### src/lsd_defs.svh
`ifndef LSD_DEFS_SVH
`define LSD_DEFS_SVH
// Register indices; byte address is four times the index
`define LSD_IDX_DATA0 2'h0
`define LSD_IDX_DATA1 2'h1
`define LSD_IDX_DATA2 2'h2
`define LSD_IDX_CTRL 2'h3
`define LSD_IO_LAST 12'h00C
`define LSD_ID_BASE 12'h100
`define LSD_ID_COUNT 4'hC
`define LSD_ZERO16 16'h0000
`define LSD_ZERO8 8'h00
`define LSD_ZERO40 40'h00_0000_0000
`define LSD_EN_RST 5'h00
`define LSD_EN_W 5
`define LSD_BITS 6'h28
`define LSD_DIV_ONE 8'h01
`define LSD_STRB_LO 4'h1
`define LSD_STRB_HI 4'h2
`define LSD_STRB_W 4'h3
`define LSD_ID_I 8'h49
`define LSD_ID_P 8'h50
`define LSD_ID_A 8'h41
`define LSD_ID_C 8'h43
`define LSD_ID_REV 8'h30
`define LSD_ID_NBYTES 8'h0C
`endif

### src/lsd_pkg.sv
package lsd_pkg;
   typedef enum logic [1:0] {
      LSD_IDLE = 2'b00,
      LSD_LOW = 2'b01,
      LSD_HIGH = 2'b10,
      LSD_LATCH = 2'b11
   } lsd_state_t;
   typedef struct packed {
      logic sclk;
      logic sdata;
      logic strobe;
   } lsd_drv_t;
endpackage : lsd_pkg

### src/lsd_ctrl.sv
// Our own choices: the APB interface to the registers and the placing of the registers.
`timescale 1ns/1ps
`include "lsd_defs.svh"
// Function
// RULE_01 - Five byte ports, paired into three 16-bit words, one per byte lane.
// RULE_02 - Every port register reads back its last written value.
// RULE_03 - Byte writes to either lane and full 16-bit writes are accepted.
// RULE_04 - Reads always return the full 16-bit word.
// RULE_05 - Read data driven only during a read of that location, else zero.
// RULE_06 - Locations 0 and 1 accept a byte write on either lane.
// RULE_07 - Locations 2 and 3 accept byte writes on the low lane only.
// RULE_08 - Full-word writes accepted at all four locations.
// RULE_09 - Control register holds one output enable bit per port.
// RULE_10 - Enable bits clear to zero after reset, outputs disabled.
// RULE_11 - A channel sinks only when its data bit and port enable are one.
// RULE_12 - Port bytes are serialised with clock, strobe and enable for drivers.
// RULE_13 - Any valid data port write starts an update of all five ports.
// RULE_14 - ID reads give fixed bytes on the low lane, upper lane zero.
// RULE_15 - No wait cycles on any transfer; exactly four register locations.
// RULE_16 - Only fully decoded register and ID addresses are answered normally.
// RULE_17 - Held transfers are stretched and completed correctly.
// RULE_18 - Transfer type and strobes decode into write strobes and read enable.
// RULE_19 - No DMA, no interrupts, no memory space.
// RULE_20 - No access accepted or answered during reset.
// RULE_21 - Unsupported transfers get no normal acknowledge.
// RULE_22 - All registers reset to zero.
// RULE_23 - Port four sits in the low lane of location 2; upper lane reads zero.
// RULE_24 - Each update shifts forty bits then pulses the latch strobe once.
module lsd_ctrl #(
   parameter int ADDR_W = 12,
   parameter int SCLK_HALF = 2,
   parameter logic [7:0] MFR_ID = 8'hA5,    // Arbitrary value
   parameter logic [7:0] MODEL_ID = 8'h3C,  // Arbitrary value
   parameter logic [7:0] ID_CRC = 8'h60
) (
   input wire logic core_clk,
   input wire logic sys_rst,
   input wire logic ce,
   input wire logic psel,
   input wire logic penable,
   input wire logic pwrite,
   input wire logic [ADDR_W-1:0] paddr,
   input wire logic [31:0] pwdata,
   input wire logic [3:0] pstrb,
   output logic pready_ff,
   output logic [31:0] prdata_ff,
   output logic pslverr_ff,
   output lsd_pkg::lsd_drv_t drv_ff,
   output logic [4:0] port_en_ff,
   output logic [39:0] chan_on_ff
);

   // Nine address bits are the least that still reach the ID space
   if (ADDR_W < 9 || ADDR_W > 16 || SCLK_HALF < 1 || SCLK_HALF > 255) begin : g_bad_param
      $error("lsd_ctrl: unsupported parameter value");
   end

   localparam logic [7:0] HALF = 8'(SCLK_HALF);

   logic [7:0] port_ff [5];
   logic [39:0] shift_ff;
   logic [39:0] latched_ff;
   logic [5:0] bit_cnt_ff;
   logic [7:0] div_ff;
   logic upd_req_ff;
   lsd_pkg::lsd_state_t state_ff;
   lsd_pkg::lsd_state_t nxt_state;

   // Whether a write with these strobes is legal at a register location
   function automatic logic wr_legal(input logic [1:0] idx, input logic [3:0] strb);
      logic ok;
      ok = 1'b0;
      if (idx == `LSD_IDX_DATA0 || idx == `LSD_IDX_DATA1) begin
         ok = (strb == `LSD_STRB_LO) || (strb == `LSD_STRB_HI) || (strb == `LSD_STRB_W); // RULE_06
      end else begin
         ok = (strb == `LSD_STRB_LO) || (strb == `LSD_STRB_W); // RULE_07
      end
      return ok;
   endfunction : wr_legal

   function automatic logic [7:0] id_byte(input logic [3:0] idx);
      logic [7:0] b;
      b = `LSD_ZERO8;
      case (idx)
         4'h0: b = `LSD_ID_I;
         4'h1: b = `LSD_ID_P;
         4'h2: b = `LSD_ID_A;
         4'h3: b = `LSD_ID_C;
         4'h4: b = MFR_ID;
         4'h5: b = MODEL_ID;
         4'h6: b = `LSD_ID_REV;
         4'hA: b = `LSD_ID_NBYTES;
         4'hB: b = ID_CRC;
         default: b = `LSD_ZERO8;
      endcase
      return b;
   endfunction : id_byte

   // Address decode; the full address is compared so aliases never answer
   logic io_hit;
   logic id_hit;
   logic [1:0] io_idx;
   logic [3:0] id_idx;
   logic [ADDR_W-1:0] id_off;
   assign io_hit = (paddr < ADDR_W'(`LSD_IO_LAST + 12'h004)) && (paddr[1:0] == 2'b00); // RULE_16
   assign id_off = paddr - ADDR_W'(`LSD_ID_BASE);
   assign id_hit = (paddr >= ADDR_W'(`LSD_ID_BASE)) && (paddr[1:0] == 2'b00)
                   && (id_off[ADDR_W-1:2] < (ADDR_W-2)'(`LSD_ID_COUNT)); // RULE_16
   assign io_idx = paddr[3:2];
   assign id_idx = id_off[5:2];

   logic setup;
   logic access_done;
   logic req_ok;
   logic wr_take;
   assign setup = psel && !penable;
   // Writes to ID space and byte lanes above bit 15 are never legal
   assign req_ok = pwrite ? (io_hit && wr_legal(io_idx, pstrb)) : (io_hit || id_hit); // RULE_21
   assign access_done = psel && penable && pready_ff;
   assign wr_take = access_done && pwrite && req_ok; // RULE_18

   // Answer is registered in the setup cycle, so the access phase never waits
   always_ff @(posedge core_clk) begin
      if (sys_rst) begin
         pready_ff <= 1'b0; // RULE_20
         pslverr_ff <= 1'b0;
      end else if (ce) begin
         pready_ff <= setup; // RULE_15 RULE_17
         pslverr_ff <= setup && !req_ok; // RULE_21 RULE_19
      end
   end

   always_ff @(posedge core_clk) begin
      if (sys_rst) begin
         prdata_ff <= {`LSD_ZERO16, `LSD_ZERO16};
      end else if (ce) begin
         prdata_ff <= {`LSD_ZERO16, `LSD_ZERO16}; // RULE_05
         if (setup && !pwrite && io_hit) begin
            unique case (io_idx) // RULE_04
               `LSD_IDX_DATA0: prdata_ff[15:0] <= {port_ff[1], port_ff[0]}; // RULE_02
               `LSD_IDX_DATA1: prdata_ff[15:0] <= {port_ff[3], port_ff[2]};
               `LSD_IDX_DATA2: prdata_ff[15:0] <= {`LSD_ZERO8, port_ff[4]}; // RULE_23
               `LSD_IDX_CTRL: prdata_ff[15:0] <= {11'h000, port_en_ff};
            endcase
         end else if (setup && !pwrite && id_hit) begin
            prdata_ff[15:0] <= {`LSD_ZERO8, id_byte(id_idx)}; // RULE_14
         end
      end
   end

   // Port data registers; a byte write leaves the other lane untouched
   always_ff @(posedge core_clk) begin
      if (sys_rst) begin
         for (int i = 0; i < 5; i++) begin
            port_ff[i] <= `LSD_ZERO8; // RULE_22
         end
      end else if (ce && wr_take) begin
         unique case (io_idx) // RULE_01 RULE_03 RULE_08
            `LSD_IDX_DATA0: begin
               if (pstrb[0]) port_ff[0] <= pwdata[7:0];
               if (pstrb[1]) port_ff[1] <= pwdata[15:8];
            end
            `LSD_IDX_DATA1: begin
               if (pstrb[0]) port_ff[2] <= pwdata[7:0];
               if (pstrb[1]) port_ff[3] <= pwdata[15:8];
            end
            `LSD_IDX_DATA2: port_ff[4] <= pwdata[7:0]; // RULE_23
            `LSD_IDX_CTRL: ;
         endcase
      end
   end

   always_ff @(posedge core_clk) begin
      if (sys_rst) begin
         port_en_ff <= `LSD_EN_RST; // RULE_10
      end else if (ce && wr_take && io_idx == `LSD_IDX_CTRL) begin
         port_en_ff <= pwdata[`LSD_EN_W-1:0]; // RULE_09
      end
   end

   // A write during a running shift is held and replayed, so it is never lost
   always_ff @(posedge core_clk) begin
      if (sys_rst) begin
         upd_req_ff <= 1'b0;
      end else if (ce) begin
         if (wr_take && io_idx != `LSD_IDX_CTRL) begin
            upd_req_ff <= 1'b1; // RULE_13
         end else if (state_ff == lsd_pkg::LSD_IDLE) begin
            upd_req_ff <= 1'b0;
         end
      end
   end

   logic div_end;
   assign div_end = (div_ff == `LSD_DIV_ONE);

   always_comb begin
      nxt_state = state_ff;
      unique case (state_ff)
         lsd_pkg::LSD_IDLE: if (upd_req_ff) nxt_state = lsd_pkg::LSD_LOW;
         lsd_pkg::LSD_LOW: if (div_end) nxt_state = lsd_pkg::LSD_HIGH;
         lsd_pkg::LSD_HIGH: begin
            if (div_end) begin
               nxt_state = (bit_cnt_ff == 6'h01) ? lsd_pkg::LSD_LATCH : lsd_pkg::LSD_LOW;
            end
         end
         lsd_pkg::LSD_LATCH: if (div_end) nxt_state = lsd_pkg::LSD_IDLE;
      endcase
   end

   always_ff @(posedge core_clk) begin
      if (sys_rst) begin
         state_ff <= lsd_pkg::LSD_IDLE;
      end else if (ce) begin
         state_ff <= nxt_state;
      end
   end

   always_ff @(posedge core_clk) begin
      if (sys_rst) begin
         div_ff <= `LSD_DIV_ONE;
      end else if (ce) begin
         if (state_ff == lsd_pkg::LSD_IDLE || div_end) begin
            div_ff <= HALF;
         end else begin
            div_ff <= div_ff - `LSD_DIV_ONE;
         end
      end
   end

   // Shift register: port 4 bit 7 leaves first, port 0 bit 0 last
   always_ff @(posedge core_clk) begin
      if (sys_rst) begin
         shift_ff <= `LSD_ZERO40;
         bit_cnt_ff <= 6'h00;
      end else if (ce) begin
         if (state_ff == lsd_pkg::LSD_IDLE && upd_req_ff) begin
            shift_ff <= {port_ff[4], port_ff[3], port_ff[2], port_ff[1], port_ff[0]}; // RULE_12
            bit_cnt_ff <= `LSD_BITS; // RULE_24
         end else if (state_ff == lsd_pkg::LSD_HIGH && div_end) begin
            shift_ff <= {shift_ff[38:0], 1'b0};
            bit_cnt_ff <= bit_cnt_ff - 6'h01;
         end
      end
   end

   always_ff @(posedge core_clk) begin
      if (sys_rst) begin
         drv_ff <= '0;
      end else if (ce) begin
         drv_ff.sclk <= (nxt_state == lsd_pkg::LSD_HIGH); // RULE_12
         // Next bit appears only as sclk falls, so data is steady while sclk is high
         drv_ff.sdata <= (nxt_state == lsd_pkg::LSD_LOW || nxt_state == lsd_pkg::LSD_HIGH)
                         ? ((state_ff == lsd_pkg::LSD_IDLE) ? port_ff[4][7] :
                            (state_ff == lsd_pkg::LSD_HIGH && div_end) ? shift_ff[38] :
                            shift_ff[39])
                         : 1'b0;
         drv_ff.strobe <= (nxt_state == lsd_pkg::LSD_LATCH); // RULE_24
      end
   end

   // Mirror of what the external latches hold, gated by the port enables
   always_ff @(posedge core_clk) begin
      if (sys_rst) begin
         latched_ff <= `LSD_ZERO40;
         chan_on_ff <= `LSD_ZERO40;
      end else if (ce) begin
         if (state_ff == lsd_pkg::LSD_LATCH && div_end) begin
            latched_ff <= {port_ff[4], port_ff[3], port_ff[2], port_ff[1], port_ff[0]};
         end
         for (int p = 0; p < 5; p++) begin
            chan_on_ff[p*8 +: 8] <= latched_ff[p*8 +: 8] & {8{port_en_ff[p]}}; // RULE_11
         end
      end
   end
endmodule : lsd_ctrl

### config.mk
export PLATFORM = sky130hd
export DESIGN_NAME = lsd_ctrl
export DESIGN_NICKNAME = d
export VERILOG_FILES = /design/src/lsd_pkg.sv /design/src/lsd_ctrl.sv
export VERILOG_INCLUDE_DIRS = /design/src /design/src/src
export SDC_FILE = /design/constraint.sdc
export NUM_CORES = 1
export LEC_CHECK = 0
export ABC_CLOCK_PERIOD_IN_PS = 2700
export BUFFER_PORTS_ARGS = -buffer_cell sky130_fd_sc_hd__buf_2
export CAP_MARGIN = 10
export CORE_ASPECT_RATIO = 0.7
export CORE_MARGIN = 3
export CORE_UTILIZATION = 50
export DETAILED_ROUTE_END_ITERATION = 12
export PLACE_DENSITY = 0.77
export SLEW_MARGIN = 20
export SYNTH_ARGS = -nofsm -noshare
export SYNTH_HDL_FRONTEND = slang
export SYNTH_SLANG_ARGS = --single-unit
### constraint.sdc
create_clock -name core_clk -period 2.7 [get_ports core_clk]
set_input_delay 0.405 -clock core_clk [delete_from_list [all_inputs] [get_ports core_clk]]
set_output_delay 0.405 -clock core_clk [all_outputs]
set_load 0.05 [all_outputs]
**Word level (Yosys, flattened, before mapping)**

Memories as Yosys holds them, arrays and structs flattened.
Cells that the tools add are included.

- RAM bits: 40
- Memory bits (read-only): 128
- Register bits: 163
- Memories kept: 2

- Bitwise logic cells: 10
- Muxes and demuxes: 50
- Add/sub/neg operators: 3
- Reductions and logical operators: 37
- Magnitude comparators: 3
- Equality and inequality tests: 15

Memory list:

| memory | depth | width | rd ports | clocked after Yosys merged registers in | write ports | RTL line | source |
|---|---|---|---|---|---|---|---|
| (no name shown) | 16 | 8 | 1 | 0 | 0 | lsd_ctrl.sv:84 | `case (idx)` |
| port_ff | 5 | 8 | 5 | 0 | 5 | lsd_ctrl.sv:60 | `logic [7:0] port_ff [5];` |

Operator list:

| cell | count |
|---|---|
| 2-to-1 mux 40 bit | 2 |
| one-hot mux 16 bit (4 select lines) | 1 |
| 2-to-1 mux 8 bit | 7 |
| AND 8 bit | 5 |
| 2-to-1 mux 1 bit | 31 |
| logical AND 1 bit | 19 |
| 2-to-1 mux 16 bit | 1 |
| == test 2 bit (second input constant) | 6 |
| >= comparator 12 x 9 -> 1 bit (second input constant) | 1 |
| < comparator 12 x 5 -> 1 bit (second input constant) | 1 |
| 2-to-1 mux 6 bit | 2 |
| subtractor 12 x 9 -> 12 bit (second input constant) | 1 |
| < comparator 10 x 4 -> 1 bit (second input constant) | 1 |
| 2-to-1 mux 2 bit | 5 |
| == test 4 x 2 -> 1 bit (second input constant) | 2 |
| == test 8 x 1 -> 1 bit (second input constant) | 1 |
| one-hot mux 2 bit (4 select lines) | 1 |
| subtractor 8 x 1 -> 8 bit (second input constant) | 1 |
| logical OR 1 bit | 7 |
| == test 2 x 1 -> 1 bit (second input constant) | 3 |
| == test 6 x 1 -> 1 bit (second input constant) | 1 |
| logical NOT 2 bit | 3 |
| AND reduction 2 bit | 3 |
| subtractor 6 x 1 -> 6 bit (second input constant) | 1 |
| other kinds (5) | 12 |

**Logic depth before layout (Yosys ltp)**

Gate-level depths: netlist of run 1.

- Depth in word-level cells: 12
- Depth in mapped cells: 11

**Worst setup path after synthesis of run 1**

Ideal clock, no wire load.

- Kind: register -> register
- Start point: register div_ff[0]
- End point: register drv_ff[1] (netlist name)
- Cell stages (with the launch flop): 11
- Slack: 394 ps
- Data arrival time: 2,227 ps
- Path through: dfxtp_1 > ha_1 > or4bb_1 > o21ai_4 > buf_6 > o21a_1 > ha_1 > nand3b_1 > a211o_1 > a211o_1 > o211ai_1

- Word-level cells in the longest chain between the ends: 6
- Elaborated cells between the ends (all ways): 12
- Classes of those cells: 3 x eq/ne; 7 x mux; 2 x reduce/logical

Ends and longest elaborated chain:

| element | RTL line | source |
|---|---|---|
| start, declared | lsd_ctrl.sv:64 | `logic [7:0] div_ff;` |
| start signal, assigned | lsd_ctrl.sv:221 | `` div_ff <= `LSD_DIV_ONE; `` |
| start signal, assigned | lsd_ctrl.sv:226 | `` div_ff <= div_ff - `LSD_DIV_ONE; `` |
| == test 8 x 1 -> 1 bit (no line) * | n/a |  |
| 2-to-1 mux 2 bit, on equally long branches | lsd_ctrl.sv:207, lsd_ctrl.sv:201, lsd_ctrl.sv:203 |  |
| one-hot mux 2 bit (4 select lines) * | lsd_ctrl.sv:199 | `unique case (state_ff)` |
| net nxt_state[0] | lsd_ctrl.sv:67 | `lsd_pkg::lsd_state_t nxt_state;` |
| == test 2 x 1 -> 1 bit / == test 2 bit (equally long branches) | lsd_ctrl.sv:253 | `drv_ff.sdata <= (nxt_state == lsd_pkg::LSD_LOW \|\| nxt_state == lsd_pkg::LSD_HIGH)` |
| logical OR 1 bit * | lsd_ctrl.sv:253 |  |
| 2-to-1 mux 1 bit * | lsd_ctrl.sv:254 | `? ((state_ff == lsd_pkg::LSD_IDLE) ? port_ff[4][7] :` |
| end, declared | lsd_ctrl.sv:48 | `output lsd_pkg::lsd_drv_t drv_ff,` |

Mark *: on every way through the listed nets, which the timed path passes. The rest lies on a longest branch.
A chain may end at the register's enable or synchronous reset.

**Worst setup path in the final report of run 1**

Same ends and word-level chain as after synthesis.

==> flow_summary.html, run 1 <==
<table>
<tr><th>Metric</th><th>Value</th></tr>
<tr><th colspan="2">Setup path</th></tr>
<tr><td>Arrival time at the worst endpoint</td><td>2.87 ns</td></tr>
<tr><td>Critical-path maximum fanout</td><td>5</td></tr>
<tr><td>Setup crit end kind</td><td>flip-flop</td></tr>
<tr><td>Required time at the worst-slack endpoint</td><td>3.11 ns</td></tr>
<tr><td>Worst R2R Setup Slack</td><td>0.24 ns</td></tr>
<tr><td>Depth of the worst register-to-register path</td><td>9</td></tr>
<tr><td>Crit path launch type</td><td>flip-flop</td></tr>
<tr><td>Worst reg2reg path startpoint</td><td>div_ff[0]</td></tr>
<tr><td>Worst Setup Path Type</td><td>reg -&gt; reg</td></tr>
<tr><td>Worst R2R End</td><td>drv_ff[1]</td></tr>
<tr><th colspan="2">Power</th></tr>
<tr><td>Leakage power figure</td><td>3.645 nW</td></tr>
<tr><td>Final Total Pwr</td><td>6.482 mW</td></tr>
<tr><td>Power per cell area</td><td>636.1 nW/um2</td></tr>
<tr><td>Peak supply drop</td><td>0.0004616 V</td></tr>
<tr><th colspan="2">Logic synthesis</th></tr>
<tr><td>Average cell area after synthesis</td><td>9.216 um2</td></tr>
<tr><td>Top area cells in the synthesized netlist</td><td>sky130_fd_sc_hd__dfxtp_1 (37%), sky130_fd_sc_hd__edfxtp_1 (14%), sky130_fd_sc_hd__nand2_1 (9.1%), sky130_fd_sc_hd__a311oi_2 (5.8%), sky130_fd_sc_hd__a21oi_1 (5.5%)</td></tr>
<tr><td>Most frequent cell after synthesis</td><td>sky130_fd_sc_hd__nand2_1</td></tr>
<tr><td>Number of distinct standard cells referenced by the synthesized netlist</td><td>60</td></tr>
<tr><td>Area of the mapped netlist</td><td>8875 um2</td></tr>
<tr><td>Portion of the post-synthesis area used by sequential elements</td><td>0.5030</td></tr>
<tr><td>YS warnings</td><td>0</td></tr>
<tr><td>Yosys reg bits</td><td>203</td></tr>
<tr><td>Area leader, netlist</td><td>sky130_fd_sc_hd__dfxtp_1</td></tr>
<tr><td>FFs w/ async S/R, synth</td><td>0</td></tr>
<tr><td>Post-Synthesis Cells</td><td>963</td></tr>
<tr><td>Synth cell count leaders</td><td>sky130_fd_sc_hd__nand2_1 (216), sky130_fd_sc_hd__dfxtp_1 (163), sky130_fd_sc_hd__a21oi_1 (98)</td></tr>
<tr><td>Dominant synthesized flop cell</td><td>sky130_fd_sc_hd__dfxtp_1</td></tr>
<tr><td>Share of the synthesized area in the top cell type</td><td>0.3677</td></tr>
<tr><td>EDFF count, synth</td><td>40</td></tr>
<tr><th colspan="2">Flow run</th></tr>
<tr><td>Number of violations of the max-capacitance limit</td><td>0</td></tr>
<tr><th colspan="2">Floorplan</th></tr>
<tr><td>Starting Density</td><td>0.5140</td></tr>
<tr><td>Number of primary I/O pins</td><td>136</td></tr>
<tr><td>Total die area</td><td>19410 um2</td></tr>
<tr><td>Area of the core</td><td>17270 um2</td></tr>
<tr><td># rows</td><td>40</td></tr>
<tr><td>Die H</td><td>117.5 um</td></tr>
<tr><td>Chip Width</td><td>165.2 um</td></tr>
<tr><th colspan="2">Timing</th></tr>
<tr><td>Final worst path period need</td><td>2.459 ns</td></tr>
<tr><td>Final setup violating endpoints</td><td>0</td></tr>
<tr><td>Worst-Margin Slew</td><td>0.9262 ns</td></tr>
<tr><td>Skew final</td><td>0.01155 ns</td></tr>
<tr><td>Crit share post-route</td><td>0.9106</td></tr>
<tr><td>Worst relative slew slack</td><td>0.3825</td></tr>
<tr><td>Setup repair after global routing missed its margin</td><td>false</td></tr>
<tr><td>Peak clock frequency supported by timing</td><td>0.4067 GHz</td></tr>
<tr><td>Sum Neg Setup Slack</td><td>0 ns</td></tr>
<tr><td>Number of endpoints with negative hold slack in the final report</td><td>0</td></tr>
<tr><td>Number of slew-limit violations in the final report</td><td>0</td></tr>
<tr><th colspan="2">Min path</th></tr>
<tr><td>Start point of the worst min-delay path</td><td>pwdata[3]</td></tr>
<tr><td>Cell count of the worst hold path</td><td>3</td></tr>
<tr><td>Destination of the worst hold path</td><td>port_en_ff[3]</td></tr>
<tr><td>Min-Delay Path Class</td><td>in -&gt; reg</td></tr>
<tr><th colspan="2">Route</th></tr>
<tr><td>Average wire per standard cell</td><td>18.00 um</td></tr>
<tr><td>Residual DRC count</td><td>0</td></tr>
<tr><td>Number of detailed-route iterations in the first pass</td><td>5</td></tr>
<tr><td>Vias post-DR</td><td>7425</td></tr>
<tr><td>Antenna violation net count after detailed routing</td><td>0</td></tr>
<tr><td>Avg Vias per Cell</td><td>5.810</td></tr>
<tr><td>Total routed wirelength</td><td>23000 um</td></tr>
<tr><td>Detailed Route Iter0 Violations</td><td>550</td></tr>
<tr><th colspan="2">Clock network</th></tr>
<tr><td>Clock Latency Late Sink</td><td>0.49 ns</td></tr>
<tr><td>Number of clock buffers inserted by TritonCTS</td><td>20</td></tr>
<tr><td>Clock edge transition at the registers on the reported setup and hold paths</td><td>0.06 ns</td></tr>
<tr><td>Post-CTS resize count</td><td>0</td></tr>
<tr><td>Clock tree root driver cell</td><td>sky130_fd_sc_hd__clkbuf_16</td></tr>
<tr><td>Bufs on Longest Clock Path</td><td>3</td></tr>
<tr><td>Buffers inserted by post-CTS timing repair</td><td>0</td></tr>
<tr><td>CTS sink cnt</td><td>203</td></tr>
<tr><td>TritonCTS clock tree</td><td>done</td></tr>
<tr><td>Hold buffers post-CTS</td><td>0</td></tr>
<tr><td>Number of H-tree levels</td><td>1</td></tr>
<tr><th colspan="2">Outcome</th></tr>
<tr><td>Status</td><td>complete, no violations</td></tr>
<tr><th colspan="2">Global routing</th></tr>
<tr><td>Final global-route overflow total</td><td>0</td></tr>
<tr><td>Largest net degree at the start of global routing</td><td>77</td></tr>
<tr><td>Global-route wire length before repair</td><td>36680 um</td></tr>
<tr><td>Gr usage total</td><td>0.2314</td></tr>
<tr><td>Initial antenna violation count</td><td>0</td></tr>
<tr><td>Vias in the first global route</td><td>6801</td></tr>
<tr><th colspan="2">Cells and area</th></tr>
<tr><td>Nets</td><td>1099</td></tr>
<tr><td>Antenna cell count</td><td>0</td></tr>
<tr><td>Layout Area Growth over Synthesis</td><td>14.82%</td></tr>
<tr><td>Fraction of final layout cells sized beyond drive strength 1</td><td>0.2006</td></tr>
<tr><th colspan="2">Place</th></tr>
<tr><td>Detailed-placement wirelength estimate</td><td>15390 um</td></tr>
<tr><td>Final weighted congestion of routability-driven global placement</td><td>0.8843</td></tr>
<tr><td>Number of I/O port buffers</td><td>103</td></tr>
</table>
## cell families (layout without fill, tap and decap cells)
| family | count (synthesis) | count (layout) | share of synthesized area |
|---|---|---|---|
| AOI/OAI and AO/OA | 253 | 253 | 0.2139 |
| other | 1 | 16 | 0.0004225 |
| xor gates and xnor gates | 5 | 5 | 0.004935 |
| adders and majority gates | 12 | 12 | 0.01692 |
| buffers and inverters | 104 | 173 | 0.05639 |
| muxes | 11 | 11 | 0.01241 |
| DFF | 203 | 203 | 0.5030 |
| and+or+nand+nor | 374 | 374 | 0.1920 |
## power breakdown
group | leakage (nW) | switching (mW) | total, mW | internal, mW
Sequential | 1.72 | 0.0394 | 3.15 | 3.11
Clock | 0.361 | 1.17 | 3.00 | 1.83
Combinational | 1.56 | 0.244 | 0.330 | 0.0867
Total | 3.64 | 1.45 | 6.48 | 5.03
## worst max-delay path: stages, from the launching register on
cell	delay, ns
sky130_fd_sc_hd__dfxtp_1	0.39
sky130_fd_sc_hd__ha_1	0.20
sky130_fd_sc_hd__or3b_2	0.47
sky130_fd_sc_hd__o31ai_1	0.22
sky130_fd_sc_hd__o21ai_0	0.16
sky130_fd_sc_hd__ha_1	0.31
sky130_fd_sc_hd__nand3b_1	0.08
sky130_fd_sc_hd__a211o_1	0.25
sky130_fd_sc_hd__a211o_1	0.23
sky130_fd_sc_hd__o211ai_1	0.08
## sequential cells by signal (all words and copies together) (netlist names)
register,cells
bit_cnt_ff,6
chan_on_ff,40
div_ff,8
drv_ff,3
latched_ff,40
port_en_ff,5
port_ff,40
prdata_ff,16
pready_ff,1
pslverr_ff,1
shift_ff,40
state_ff,2
upd_req_ff,1
## worst max path at each step
| stage | to | cells after the start | from |
|---|---|---|---|
| finish | drv_ff[1] | 9 | div_ff[0] |
| global route | drv_ff[1] | 10 | div_ff[0] |
| CTS | drv_ff[1] | 9 | div_ff[0] |
| detailed placement | port_ff[0][37] | 8 | paddr[2] |
| global placement | port_ff[0][25] | 8 | paddr[2] |
| floorplan | drv_ff[1] | 10 | div_ff[0] |
## routing by layer
| layer | up-vias | wire (um) | share of wire | global-route usage |
|---|---|---|---|---|
| li1 | 3526 | - | - | - |
| met1 | 3555 | 10310 | 0.45 | 0.3503 |
| met2 | 311 | 10220 | 0.44 | 0.3424 |
| met3 | 33 | 2109 | 0.092 | 0.04819 |
| met4 | 0 | 359 | 0.016 | 0.04715 |
| met5 | - | 0 | 0 | 0 |
## cell usage in the layout, fill, tap and decap left out, types with 13 or more instances in the layout
cell type and n:
sky130_fd_sc_hd__nand3_1 13, sky130_fd_sc_hd__buf_2 102, sky130_fd_sc_hd__buf_4 20, sky130_fd_sc_hd__dfxtp_1 163
sky130_fd_sc_hd__nand2b_1 13, sky130_fd_sc_hd__a22oi_1 45, sky130_fd_sc_hd__conb_1 16, sky130_fd_sc_hd__clkbuf_16 22
sky130_fd_sc_hd__a311oi_2 34, sky130_fd_sc_hd__edfxtp_1 40, sky130_fd_sc_hd__nor2_1 62, sky130_fd_sc_hd__and2_1 22
sky130_fd_sc_hd__a21oi_1 98, sky130_fd_sc_hd__nand2_1 216, sky130_fd_sc_hd__o21ai_0 25
## through the flow
| step | utilization | instance area, um2 | instances | setup WS [ns] | hold slack [ns] |
|---|---|---|---|---|---|
| final | 0.5901 | 10190 | 1278 | 0.2413 | 0.1914 |
| after global routing | 0.5901 | 10190 | 1278 | 0.06552 | 0.2050 |
| after CTS | 0.5901 | 10190 | 1278 | 0.2385 | 0.1824 |
| after detailed placement | 0.5484 | 9469 | 1242 | 0.2522 | 0.4494 |
| after global placement | 0.5484 | 9469 | 1242 | 0.2783 | 0.4459 |
| after floorplan | - | 8931 | 978 | 0.3941 | 0.4360 |
## final cells by class
cell class	instances	area (um2)
flip-flops and latches	203	4464
clock inverters	11	138.9
clock buffers	25	581.8
well taps	231	289.0
fillers	1501	7077
inverters	13	48.80
multi-input cells	671	3975
repair buffers	124	691.9
Power figures use the tool's default switching activity.
==> run 2: changes to the inputs <==
--- a/config.mk
+++ b/config.mk
@@ -6,11 +6,12 @@
 export SDC_FILE = /design/constraint.sdc
 export NUM_CORES = 1
 export LEC_CHECK = 0
+export ABC_AREA = 1
 export ABC_CLOCK_PERIOD_IN_PS = 2700
 export BUFFER_PORTS_ARGS = -buffer_cell sky130_fd_sc_hd__buf_2
 export CAP_MARGIN = 10
 export CORE_ASPECT_RATIO = 0.7
-export CORE_MARGIN = 3
+export CORE_MARGIN = 5
 export CORE_UTILIZATION = 50
 export DETAILED_ROUTE_END_ITERATION = 12
 export PLACE_DENSITY = 0.77
==> flow_summary.html, run 2 <==
<table>
<tr><th>Metric</th><th>Value</th></tr>
<tr><th colspan="2">Route</th></tr>
<tr><td>Antenna violation net count after detailed routing</td><td>0 (unchanged)</td></tr>
<tr><td>Number of detailed-route iterations in the first pass</td><td>5 (unchanged)</td></tr>
<tr><td>Detailed Route Iter0 Violations</td><td>898 (+63%)</td></tr>
<tr><td>Residual DRC count</td><td>0 (unchanged)</td></tr>
<tr><td>Total routed wirelength</td><td>21920 um (-4.7%)</td></tr>
<tr><td>Avg Vias per Cell</td><td>5.375 (-7.5%)</td></tr>
<tr><td>Average wire per standard cell</td><td>15.82 um (-12%)</td></tr>
<tr><td>Vias post-DR</td><td>7445 (+0.27%)</td></tr>
<tr><th colspan="2">Floorplan</th></tr>
<tr><td>Area of the core</td><td>17070 um2 (-1.2%)</td></tr>
<tr><td>Number of primary I/O pins</td><td>136 (unchanged)</td></tr>
<tr><td># rows</td><td>40 (unchanged)</td></tr>
<tr><td>Starting Density</td><td>0.5076 (-0.006434)</td></tr>
<tr><td>Die H</td><td>120.1 um (+2.3%)</td></tr>
<tr><td>Total die area</td><td>20100 um2 (+3.5%)</td></tr>
<tr><td>Chip Width</td><td>167.3 um (+1.3%)</td></tr>
<tr><th colspan="2">Timing</th></tr>
<tr><td>Number of endpoints with negative hold slack in the final report</td><td>0 (unchanged)</td></tr>
<tr><td>Worst relative slew slack</td><td>0.4287 (+0.04616)</td></tr>
<tr><td>Skew final</td><td>0.01264 ns (+0.001086 ns)</td></tr>
<tr><td>Final worst path period need</td><td>2.070 ns (-0.3889 ns)</td></tr>
<tr><td>Number of slew-limit violations in the final report</td><td>0 (unchanged)</td></tr>
<tr><td>Peak clock frequency supported by timing</td><td>0.4831 GHz (+19%)</td></tr>
<tr><td>Worst-Margin Slew</td><td>0.8570 ns (-0.06923 ns)</td></tr>
<tr><td>Setup repair after global routing missed its margin</td><td>false</td></tr>
<tr><td>Min Hold Slack</td><td>0.1705 ns (-0.02087 ns)</td></tr>
<tr><td>Crit share post-route</td><td>0.7666 (-0.1440)</td></tr>
<tr><td>Final setup violating endpoints</td><td>0 (unchanged)</td></tr>
<tr><td>Sum Neg Setup Slack</td><td>0 ns (unchanged)</td></tr>
<tr><th colspan="2">Clock network</th></tr>
<tr><td>Hold buffers post-CTS</td><td>0 (unchanged)</td></tr>
<tr><td>CTS sink cnt</td><td>203 (unchanged)</td></tr>
<tr><td>Number of H-tree levels</td><td>1 (unchanged)</td></tr>
<tr><td>Clock Latency Late Sink</td><td>0.49 ns (about the same)</td></tr>
<tr><td>TritonCTS clock tree</td><td>done</td></tr>
<tr><td>Clock tree root driver cell</td><td>sky130_fd_sc_hd__clkbuf_16</td></tr>
<tr><td>Number of clock buffers inserted by TritonCTS</td><td>20 (unchanged)</td></tr>
<tr><td>Clock edge transition at the registers on the reported setup and hold paths</td><td>0.06 ns (about the same)</td></tr>
<tr><td>Post-CTS resize count</td><td>0 (unchanged)</td></tr>
<tr><td>Buffers inserted by post-CTS timing repair</td><td>0 (unchanged)</td></tr>
<tr><td>Bufs on Longest Clock Path</td><td>3 (unchanged)</td></tr>
<tr><th colspan="2">Global routing</th></tr>
<tr><td>Final global-route overflow total</td><td>0 (unchanged)</td></tr>
<tr><td>Largest net degree at the start of global routing</td><td>88 (+14%)</td></tr>
<tr><td>Gr usage total</td><td>0.2095 (-0.02193)</td></tr>
<tr><td>Global-route wire length before repair</td><td>35000 um (-4.6%)</td></tr>
<tr><td>Vias in the first global route</td><td>6744 (-0.84%)</td></tr>
<tr><td>Initial antenna violation count</td><td>0 (unchanged)</td></tr>
<tr><th colspan="2">Logic synthesis</th></tr>
<tr><td>Top area cells in the synthesized netlist</td><td>sky130_fd_sc_hd__dfxtp_1 (38%), sky130_fd_sc_hd__edfxtp_1 (14%), sky130_fd_sc_hd__nand2_1 (9.8%), sky130_fd_sc_hd__a21oi_1 (6.3%), sky130_fd_sc_hd__o21ai_0 (4.9%)</td></tr>
<tr><td>Share of the synthesized area in the top cell type</td><td>0.3767 (+0.009029)</td></tr>
<tr><td>Post-Synth Simple-Gate Area</td><td>0.1712 (-0.02085)</td></tr>
<tr><td>Dominant combinational cell family by area after synthesis</td><td>compound AO/OA/AOI/OAI gates</td></tr>
<tr><td>Area of the mapped netlist</td><td>8662 um2 (-2.4%)</td></tr>
<tr><td>Dominant synthesized flop cell</td><td>sky130_fd_sc_hd__dfxtp_1</td></tr>
<tr><td>Share of synthesized area spent on multiplexers</td><td>0.002311 (-0.01010)</td></tr>
<tr><td>Synthesized-area fraction occupied by ao, oa, aoi and oai cells</td><td>0.1872 (-0.02667)</td></tr>
<tr><td>Synthesized-area fraction occupied by adder cells</td><td>0.01733 (+0.0004154)</td></tr>
<tr><td>Portion of the post-synthesis area used by sequential elements</td><td>0.5154 (+0.01235)</td></tr>
<tr><td>Average cell area after synthesis</td><td>8.058 um2 (-13%)</td></tr>
<tr><td>Area leader, netlist</td><td>sky130_fd_sc_hd__dfxtp_1</td></tr>
<tr><td>Number of distinct standard cells referenced by the synthesized netlist</td><td>40 (-33%)</td></tr>
<tr><td>EDFF count, synth</td><td>40 (unchanged)</td></tr>
<tr><td>Synth cell count leaders</td><td>sky130_fd_sc_hd__nand2_1 (226), sky130_fd_sc_hd__dfxtp_1 (163), sky130_fd_sc_hd__a21oi_1 (109)</td></tr>
<tr><td>Post-Synthesis Cells</td><td>1075 (+12%)</td></tr>
<tr><td>Yosys reg bits</td><td>203 (unchanged)</td></tr>
<tr><td>Most frequent cell after synthesis</td><td>sky130_fd_sc_hd__nand2_1</td></tr>
<tr><td>FFs w/ async S/R, synth</td><td>0 (unchanged)</td></tr>
<tr><td>YS warnings</td><td>0 (unchanged)</td></tr>
<tr><td>Post-Synth XOR/XNOR Area</td><td>0.007078 (+0.002143)</td></tr>
<tr><th colspan="2">Setup path</th></tr>
<tr><td>Most common cell on crit path</td><td>sky130_fd_sc_hd__inv_1</td></tr>
<tr><td>Setup crit end kind</td><td>flip-flop</td></tr>
<tr><td>Critical-path maximum fanout</td><td>4 (-1)</td></tr>
<tr><td>Worst Setup Path Type</td><td>reg -&gt; reg</td></tr>
<tr><td>Arrival time at the worst endpoint</td><td>2.49 ns (-0.38 ns)</td></tr>
<tr><td>Slowest stage cell, crit path</td><td>sky130_fd_sc_hd__dfxtp_1</td></tr>
<tr><td>Crit path launch type</td><td>flip-flop</td></tr>
<tr><td>Required time at the worst-slack endpoint</td><td>3.12 ns (about the same)</td></tr>
<tr><td>Worst R2R Setup Slack</td><td>0.63 ns (+0.39 ns)</td></tr>
<tr><td>CP Cell Sequence</td><td>inv_1 &gt; ha_1 &gt; nand3_1 &gt; nor2_4 &gt; inv_1 &gt; nor2_2 &gt; o31ai_1 &gt; o21ai_0 &gt; inv_1 &gt; ha_1 &gt; nand2_1 &gt; inv_1 &gt; nand2_1 &gt; a21oi_1</td></tr>
<tr><td>Depth of the worst register-to-register path</td><td>14 (+5)</td></tr>
<tr><td>Peak per-stage delay on the critical path</td><td>0.32 ns (-0.15 ns)</td></tr>
<tr><th colspan="2">Cells and area</th></tr>
<tr><td>Antenna cell count</td><td>0 (unchanged)</td></tr>
<tr><td>Design Area, Final</td><td>9834 um2 (-3.5%)</td></tr>
<tr><td>Most common cell after layout, fill and taps aside</td><td>sky130_fd_sc_hd__nand2_1</td></tr>
<tr><td>Commonest cells after routing, fill and taps aside</td><td>sky130_fd_sc_hd__nand2_1 (226), sky130_fd_sc_hd__dfxtp_1 (163), sky130_fd_sc_hd__a21oi_1 (109), sky130_fd_sc_hd__inv_1 (107), sky130_fd_sc_hd__buf_2 (103)</td></tr>
<tr><td>Fraction of final layout cells sized beyond drive strength 1</td><td>0.1386 (-0.06192)</td></tr>
<tr><td>Layout Area Growth over Synthesis</td><td>13.53%</td></tr>
<tr><td>Post-Route Utilization</td><td>0.5762 (-0.01390)</td></tr>
<tr><td>Nets</td><td>1207 (+9.8%)</td></tr>
<tr><th colspan="2">Place</th></tr>
<tr><td>Detailed-placement wirelength estimate</td><td>15070 um (-2.1%)</td></tr>
<tr><td>Post-Place Cell Area</td><td>9204 um2 (-2.8%)</td></tr>
<tr><td>Number of I/O port buffers</td><td>103 (unchanged)</td></tr>
<tr><td>Final weighted congestion of routability-driven global placement</td><td>0.9085 (+2.7%)</td></tr>
<tr><th colspan="2">Power</th></tr>
<tr><td>Peak supply drop</td><td>0.0003218 V (-30%)</td></tr>
<tr><td>Power per cell area</td><td>651.5 nW/um2 (+2.4%)</td></tr>
<tr><td>Final Total Pwr</td><td>6.407 mW (-1.1%)</td></tr>
<tr><td>Leakage power figure</td><td>3.989 nW (+9.4%)</td></tr>
<tr><th colspan="2">Flow run</th></tr>
<tr><td>Number of violations of the max-capacitance limit</td><td>0 (unchanged)</td></tr>
<tr><th colspan="2">Min path</th></tr>
<tr><td>Cell count of the worst hold path</td><td>3 (unchanged)</td></tr>
<tr><td>Min-Delay Path Class</td><td>in -&gt; reg</td></tr>
<tr><th colspan="2">Outcome</th></tr>
<tr><td>Status</td><td>complete, no violations</td></tr>
</table>
run 2: cell count changes in the layout (fill, tap and decap cells not counted), sizes merged, moves of 13 or more:
cell    change
o211ai     +18
inv        +97
and2       -22
a311oi     -41
a31oi      +37
a22oi      -43
o21ai      +88
nand2b     -13
nand3      +43
nand2      +17
run 2: cells by family after synthesis:
group                      count (synthesis)
muxes                                      2
DFF                                      203
adders and majority gates                 12
AOI/OAI and AO/OA                        295
other                                      1
buffers and inverters                    197
xor gates and xnor gates                   7
and+or+nand+nor                          358
run 2: worst paths after layout:
kind / start / endpoint
worst max-delay path: div_ff[1] / drv_ff[1]
worst min-delay path: pwdata[3] / port_en_ff[3]
worst max register to register: div_ff[1] / drv_ff[1]
worst min register to register: latched_ff[37] / latched_ff[37]
run 2: area by class of cell:
type,instances,area [um2]
clock buffer,30,579.3
clock inverter,5,51.30
fill,1570,7232
inverter,111,416.7
multi-input combinational,690,3403
sequential,203,4464
tap,231,289.0
timing repair buffer,115,630.6
run 2: power by group:
part	switching (mW)	internal, mW
combinational	0.365	0.133
clock	1.11	1.58
sequential	0.0602	3.16
run 2: metal layers:
layer / vias to the layer above / GRT usage / wire length, um
met5: - / 0 / 0
met2: 307 / 0.3087 / 9268
li1: 3681 / - / -
met3: 25 / 0.03852 / 2109
met1: 3432 / 0.3214 / 10240
met4: 0 / 0.04156 / 294
run 2: critical path, delay by kind of cell, from the launching register on:
kind            cells  cell delay, ns
compound gates      3            0.38
flops               1            0.32
buf+inv             4            0.34
simple gates        5            0.54
fa+ha+maj           2            0.42
run 2: through the flow:
step | instances | worst slack [ns]
2_1_floorplan | 1090 | 0.7225
3_3_place_gp | 1350 | 0.4000
3_5_place_dp | 1350 | 0.3258
4_1_cts | 1385 | 0.6373
5_1_grt | 1385 | 0.4545
6_report | 1385 | 0.6302
==> run 3: changes to the inputs <==
--- a/config.mk
+++ b/config.mk
@@ -7,7 +7,7 @@
 export NUM_CORES = 1
 export LEC_CHECK = 0
 export ABC_AREA = 1
-export ABC_CLOCK_PERIOD_IN_PS = 2700
+export ABC_CLOCK_PERIOD_IN_PS = 1950
 export BUFFER_PORTS_ARGS = -buffer_cell sky130_fd_sc_hd__buf_2
 export CAP_MARGIN = 10
 export CORE_ASPECT_RATIO = 0.7
==> constraint.sdc (replaced) <==
create_clock -name core_clk -period 1.95 [get_ports core_clk]
set_input_delay 0.2925 -clock core_clk [delete_from_list [all_inputs] [get_ports core_clk]]
set_output_delay 0.2925 -clock core_clk [all_outputs]
set_load 0.05 [all_outputs]
==> flow_summary.html, run 3 (synthesis gave the netlist of run 2 again) <==
<table>
<tr><th>Metric</th><th>Value</th></tr>
<tr><th colspan="2">Outcome</th></tr>
<tr><td>Status</td><td>complete, no violations</td></tr>
<tr><th colspan="2">Clock network</th></tr>
<tr><td>Clock Latency Late Sink</td><td>0.49 ns (about the same)</td></tr>
<tr><td>Clock edge transition at the registers on the reported setup and hold paths</td><td>0.06 ns (about the same)</td></tr>
<tr><td>Bufs on Longest Clock Path</td><td>3 (unchanged)</td></tr>
<tr><td>Number of clock buffers inserted by TritonCTS</td><td>20 (unchanged)</td></tr>
<tr><td>Number of H-tree levels</td><td>1 (unchanged)</td></tr>
<tr><td>CTS sink cnt</td><td>203 (unchanged)</td></tr>
<tr><td>Clock tree root driver cell</td><td>sky130_fd_sc_hd__clkbuf_16</td></tr>
<tr><td>TritonCTS clock tree</td><td>done</td></tr>
<tr><td>Hold buffers post-CTS</td><td>0 (unchanged)</td></tr>
<tr><th colspan="2">Setup path</th></tr>
<tr><td>Setup crit end kind</td><td>flip-flop</td></tr>
<tr><td>Worst Setup EP</td><td>shift_ff[18]</td></tr>
<tr><td>Worst reg2reg path startpoint</td><td>div_ff[1]</td></tr>
<tr><td>Worst R2R End</td><td>shift_ff[18]</td></tr>
<tr><td>Crit path launch type</td><td>flip-flop</td></tr>
<tr><td>CP Launch Point</td><td>div_ff[1]</td></tr>
<tr><td>Critical-path maximum fanout</td><td>15 (+11)</td></tr>
<tr><td>Required time at the worst-slack endpoint</td><td>2.36 ns (-0.76 ns)</td></tr>
<tr><td>Worst R2R Setup Slack</td><td>0.09 ns (-0.54 ns)</td></tr>
<tr><td>Worst Setup Path Type</td><td>reg -&gt; reg</td></tr>
<tr><td>Depth of the worst register-to-register path</td><td>11 (-3)</td></tr>
<tr><td>Arrival time at the worst endpoint</td><td>2.27 ns (-0.22 ns)</td></tr>
<tr><th colspan="2">Place</th></tr>
<tr><td>Number of I/O port buffers</td><td>103 (unchanged)</td></tr>
<tr><td>Pre-CTS setup slack</td><td>-0.02466 ns (-0.3505 ns)</td></tr>
<tr><td>Placed Cells incl. Taps</td><td>1373 (+1.7%)</td></tr>
<tr><td>Final weighted congestion of routability-driven global placement</td><td>0.9080 (about the same)</td></tr>
<tr><td>Detailed-placement wirelength estimate</td><td>15330 um (+1.7%)</td></tr>
<tr><th colspan="2">Global routing</th></tr>
<tr><td>Global-route wire length before repair</td><td>36000 um (+2.9%)</td></tr>
<tr><td>Largest net degree at the start of global routing</td><td>89 (+1.1%)</td></tr>
<tr><td>Gr usage total</td><td>0.2161 (+0.006621)</td></tr>
<tr><td>Vias in the first global route</td><td>7179 (+6.5%)</td></tr>
<tr><td>Initial antenna violation count</td><td>0 (unchanged)</td></tr>
<tr><td>Final global-route overflow total</td><td>0 (unchanged)</td></tr>
<tr><th colspan="2">Timing</th></tr>
<tr><td>Number of slew-limit violations in the final report</td><td>0 (unchanged)</td></tr>
<tr><td>Setup repair after global routing missed its margin</td><td>true</td></tr>
<tr><td>Crit share post-route</td><td>0.9549 (+0.1883)</td></tr>
<tr><td>Sum Neg Setup Slack</td><td>0 ns (unchanged)</td></tr>
<tr><td>Number of endpoints with negative hold slack in the final report</td><td>0 (unchanged)</td></tr>
<tr><td>Min Hold Slack</td><td>0.06176 ns (-0.1088 ns)</td></tr>
<tr><td>Skew final</td><td>0.006373 ns (-0.006265 ns)</td></tr>
<tr><td>Final setup violating endpoints</td><td>0 (unchanged)</td></tr>
<tr><td>Final worst path period need</td><td>1.862 ns (-0.2078 ns)</td></tr>
<tr><td>Final setup margin</td><td>0.08801 ns (-0.5422 ns)</td></tr>
<tr><td>Worst-Margin Slew</td><td>0.5202 ns (-0.3369 ns)</td></tr>
<tr><td>Worst relative slew slack</td><td>0.6532 (+0.2246)</td></tr>
<tr><td>Peak clock frequency supported by timing</td><td>0.5371 GHz (+11%)</td></tr>
<tr><th colspan="2">Cells and area</th></tr>
<tr><td>Multi-input gate area in the final layout</td><td>3450 um2 (+1.4%)</td></tr>
<tr><td>Fraction of final layout cells sized beyond drive strength 1</td><td>0.1738 (+0.03519)</td></tr>
<tr><td>Antenna cell count</td><td>0 (unchanged)</td></tr>
<tr><td>Most common cell after layout, fill and taps aside</td><td>sky130_fd_sc_hd__nand2_1</td></tr>
<tr><td>Register area</td><td>4467 um2 (about the same)</td></tr>
<tr><td>Non-filler instance count after layout</td><td>1416 (+2.2%)</td></tr>
<tr><td>Total of fill cells in the finished design</td><td>1497 (-4.6%)</td></tr>
<tr><td>Post-Route Utilization</td><td>0.6036 (+0.02735)</td></tr>
<tr><td>Commonest cells after routing, fill and taps aside</td><td>sky130_fd_sc_hd__nand2_1 (226), sky130_fd_sc_hd__dfxtp_1 (161), sky130_fd_sc_hd__a21oi_1 (108), sky130_fd_sc_hd__inv_1 (105), sky130_fd_sc_hd__buf_2 (103)</td></tr>
<tr><td>Layout Area Growth over Synthesis</td><td>18.92%</td></tr>
<tr><td>Nets</td><td>1239 (+2.7%)</td></tr>
<tr><th colspan="2">Power</th></tr>
<tr><td>Internal power of the cells</td><td>6.793 mW (+39%)</td></tr>
<tr><td>Peak supply drop</td><td>0.0006753 V (+110%)</td></tr>
<tr><td>Part of the total power dissipated in the clock network</td><td>0.418 (-0.002)</td></tr>
<tr><td>Sw frac</td><td>0.2457 (+0.005844)</td></tr>
<tr><td>Logic pwr share</td><td>0.087 (+0.009)</td></tr>
<tr><td>Switching component of the power</td><td>2.213 mW (+44%)</td></tr>
<tr><td>Power per cell area</td><td>874.3 nW/um2 (+34%)</td></tr>
<tr><td>Leakage power figure</td><td>4.233 nW (+6.1%)</td></tr>
<tr><td>Portion of total power attributed to sequential cells</td><td>0.495 (-0.008)</td></tr>
<tr><th colspan="2">Floorplan</th></tr>
<tr><td>Area of the core</td><td>17070 um2 (unchanged)</td></tr>
<tr><td>Total die area</td><td>20100 um2 (unchanged)</td></tr>
<tr><td>Chip Width</td><td>167.3 um (unchanged)</td></tr>
<tr><td>Die H</td><td>120.1 um (unchanged)</td></tr>
<tr><td>Starting Density</td><td>0.5076 (unchanged)</td></tr>
<tr><td># rows</td><td>40 (unchanged)</td></tr>
<tr><td>Number of primary I/O pins</td><td>136 (unchanged)</td></tr>
<tr><th colspan="2">Route</th></tr>
<tr><td>Vias post-DR</td><td>7710 (+3.6%)</td></tr>
<tr><td>Detailed Route Iter0 Violations</td><td>809 (-9.9%)</td></tr>
<tr><td>Residual DRC count</td><td>0 (unchanged)</td></tr>
<tr><td>Antenna violation net count after detailed routing</td><td>0 (unchanged)</td></tr>
<tr><td>Avg Vias per Cell</td><td>5.445 (+1.3%)</td></tr>
<tr><td>Number of detailed-route iterations in the first pass</td><td>6 (+1)</td></tr>
<tr><td>Total routed wirelength</td><td>22890 um (+4.4%)</td></tr>
<tr><td>Average wire per standard cell</td><td>16.16 um (+2.1%)</td></tr>
<tr><th colspan="2">Min path</th></tr>
<tr><td>Min-Delay Path Class</td><td>in -&gt; reg</td></tr>
<tr><th colspan="2">Flow run</th></tr>
<tr><td>Number of violations of the max-capacitance limit</td><td>0 (unchanged)</td></tr>
</table>
## run 3: through the flow
| step | total power [mW] | area [um2] |
|---|---|---|
| after floorplan | 5.049 | 8718 |
| final | 9.006 | 10300 |
| after detailed placement | 5.269 | 9477 |
| after global routing | 9.293 | 10300 |
| after global placement | 5.254 | 9477 |
| after CTS | 8.973 | 10120 |
## run 3: layout make-up
type                    instances  share of cell area
clock buffers                  28             0.05879
clock inverters                 6            0.003401
inverters                     111             0.04045
multi-input cells             690              0.3349
flip-flops and latches        203              0.4336
well taps                     231             0.02806
repair buffers                147              0.1008
## run 3: worst min path at each step
stage	startpoint	cells after the start	slack, ns	endpoint
after floorplan	latched_ff[0]	2	0.42	latched_ff[0]
after global placement	latched_ff[1]	2	0.43	latched_ff[1]
after detailed placement	latched_ff[1]	2	0.44	latched_ff[1]
after CTS	pwdata[3]	3	0.06	port_en_ff[3]
after global routing	pwdata[3]	3	0.07	port_en_ff[3]
final	pwdata[3]	3	0.06	port_en_ff[3]
## run 3: repair_timing
action | in CTS | in global routing
gates cloned | 0 | 3
pin swaps | 1 | 4
endpoints found under the setup margin | 1 | 10
setup buffers | 0 | 6
resized for setup | 1 | 15
## run 3: per-layer routing
layer  global-route usage  vias to the layer above  part of all wire
li1                     -                     3731                 -
met1               0.3180                     3582              0.47
met2               0.3235                      351              0.42
met3              0.04544                       46             0.089
met4              0.05727                        0             0.022
met5                    0                        -                 0
## run 3: critical path, stage by stage, from the launching register on
cell and delay, ns:
sky130_fd_sc_hd__dfxtp_2 0.33, sky130_fd_sc_hd__inv_2 0.07, sky130_fd_sc_hd__ha_4 0.13, sky130_fd_sc_hd__nand3_4 0.08
sky130_fd_sc_hd__nor2_4 0.15, sky130_fd_sc_hd__buf_4 0.14, sky130_fd_sc_hd__nand3_4 0.09, sky130_fd_sc_hd__a21oi_4 0.24
sky130_fd_sc_hd__buf_12 0.17, sky130_fd_sc_hd__buf_16 0.14, sky130_fd_sc_hd__o21ai_1 0.07, sky130_fd_sc_hd__a31oi_1 0.17
## run 3: power groups by stage
stage,clock (mW),combinational [mW],sequential (mW)
2_1_floorplan,0,0.465,4.58
3_3_place_gp,0,0.709,4.55
5_1_grt,3.97,0.855,4.47
4_1_cts,3.79,0.729,4.46
6_report,3.76,0.781,4.46
3_5_place_dp,0,0.723,4.55
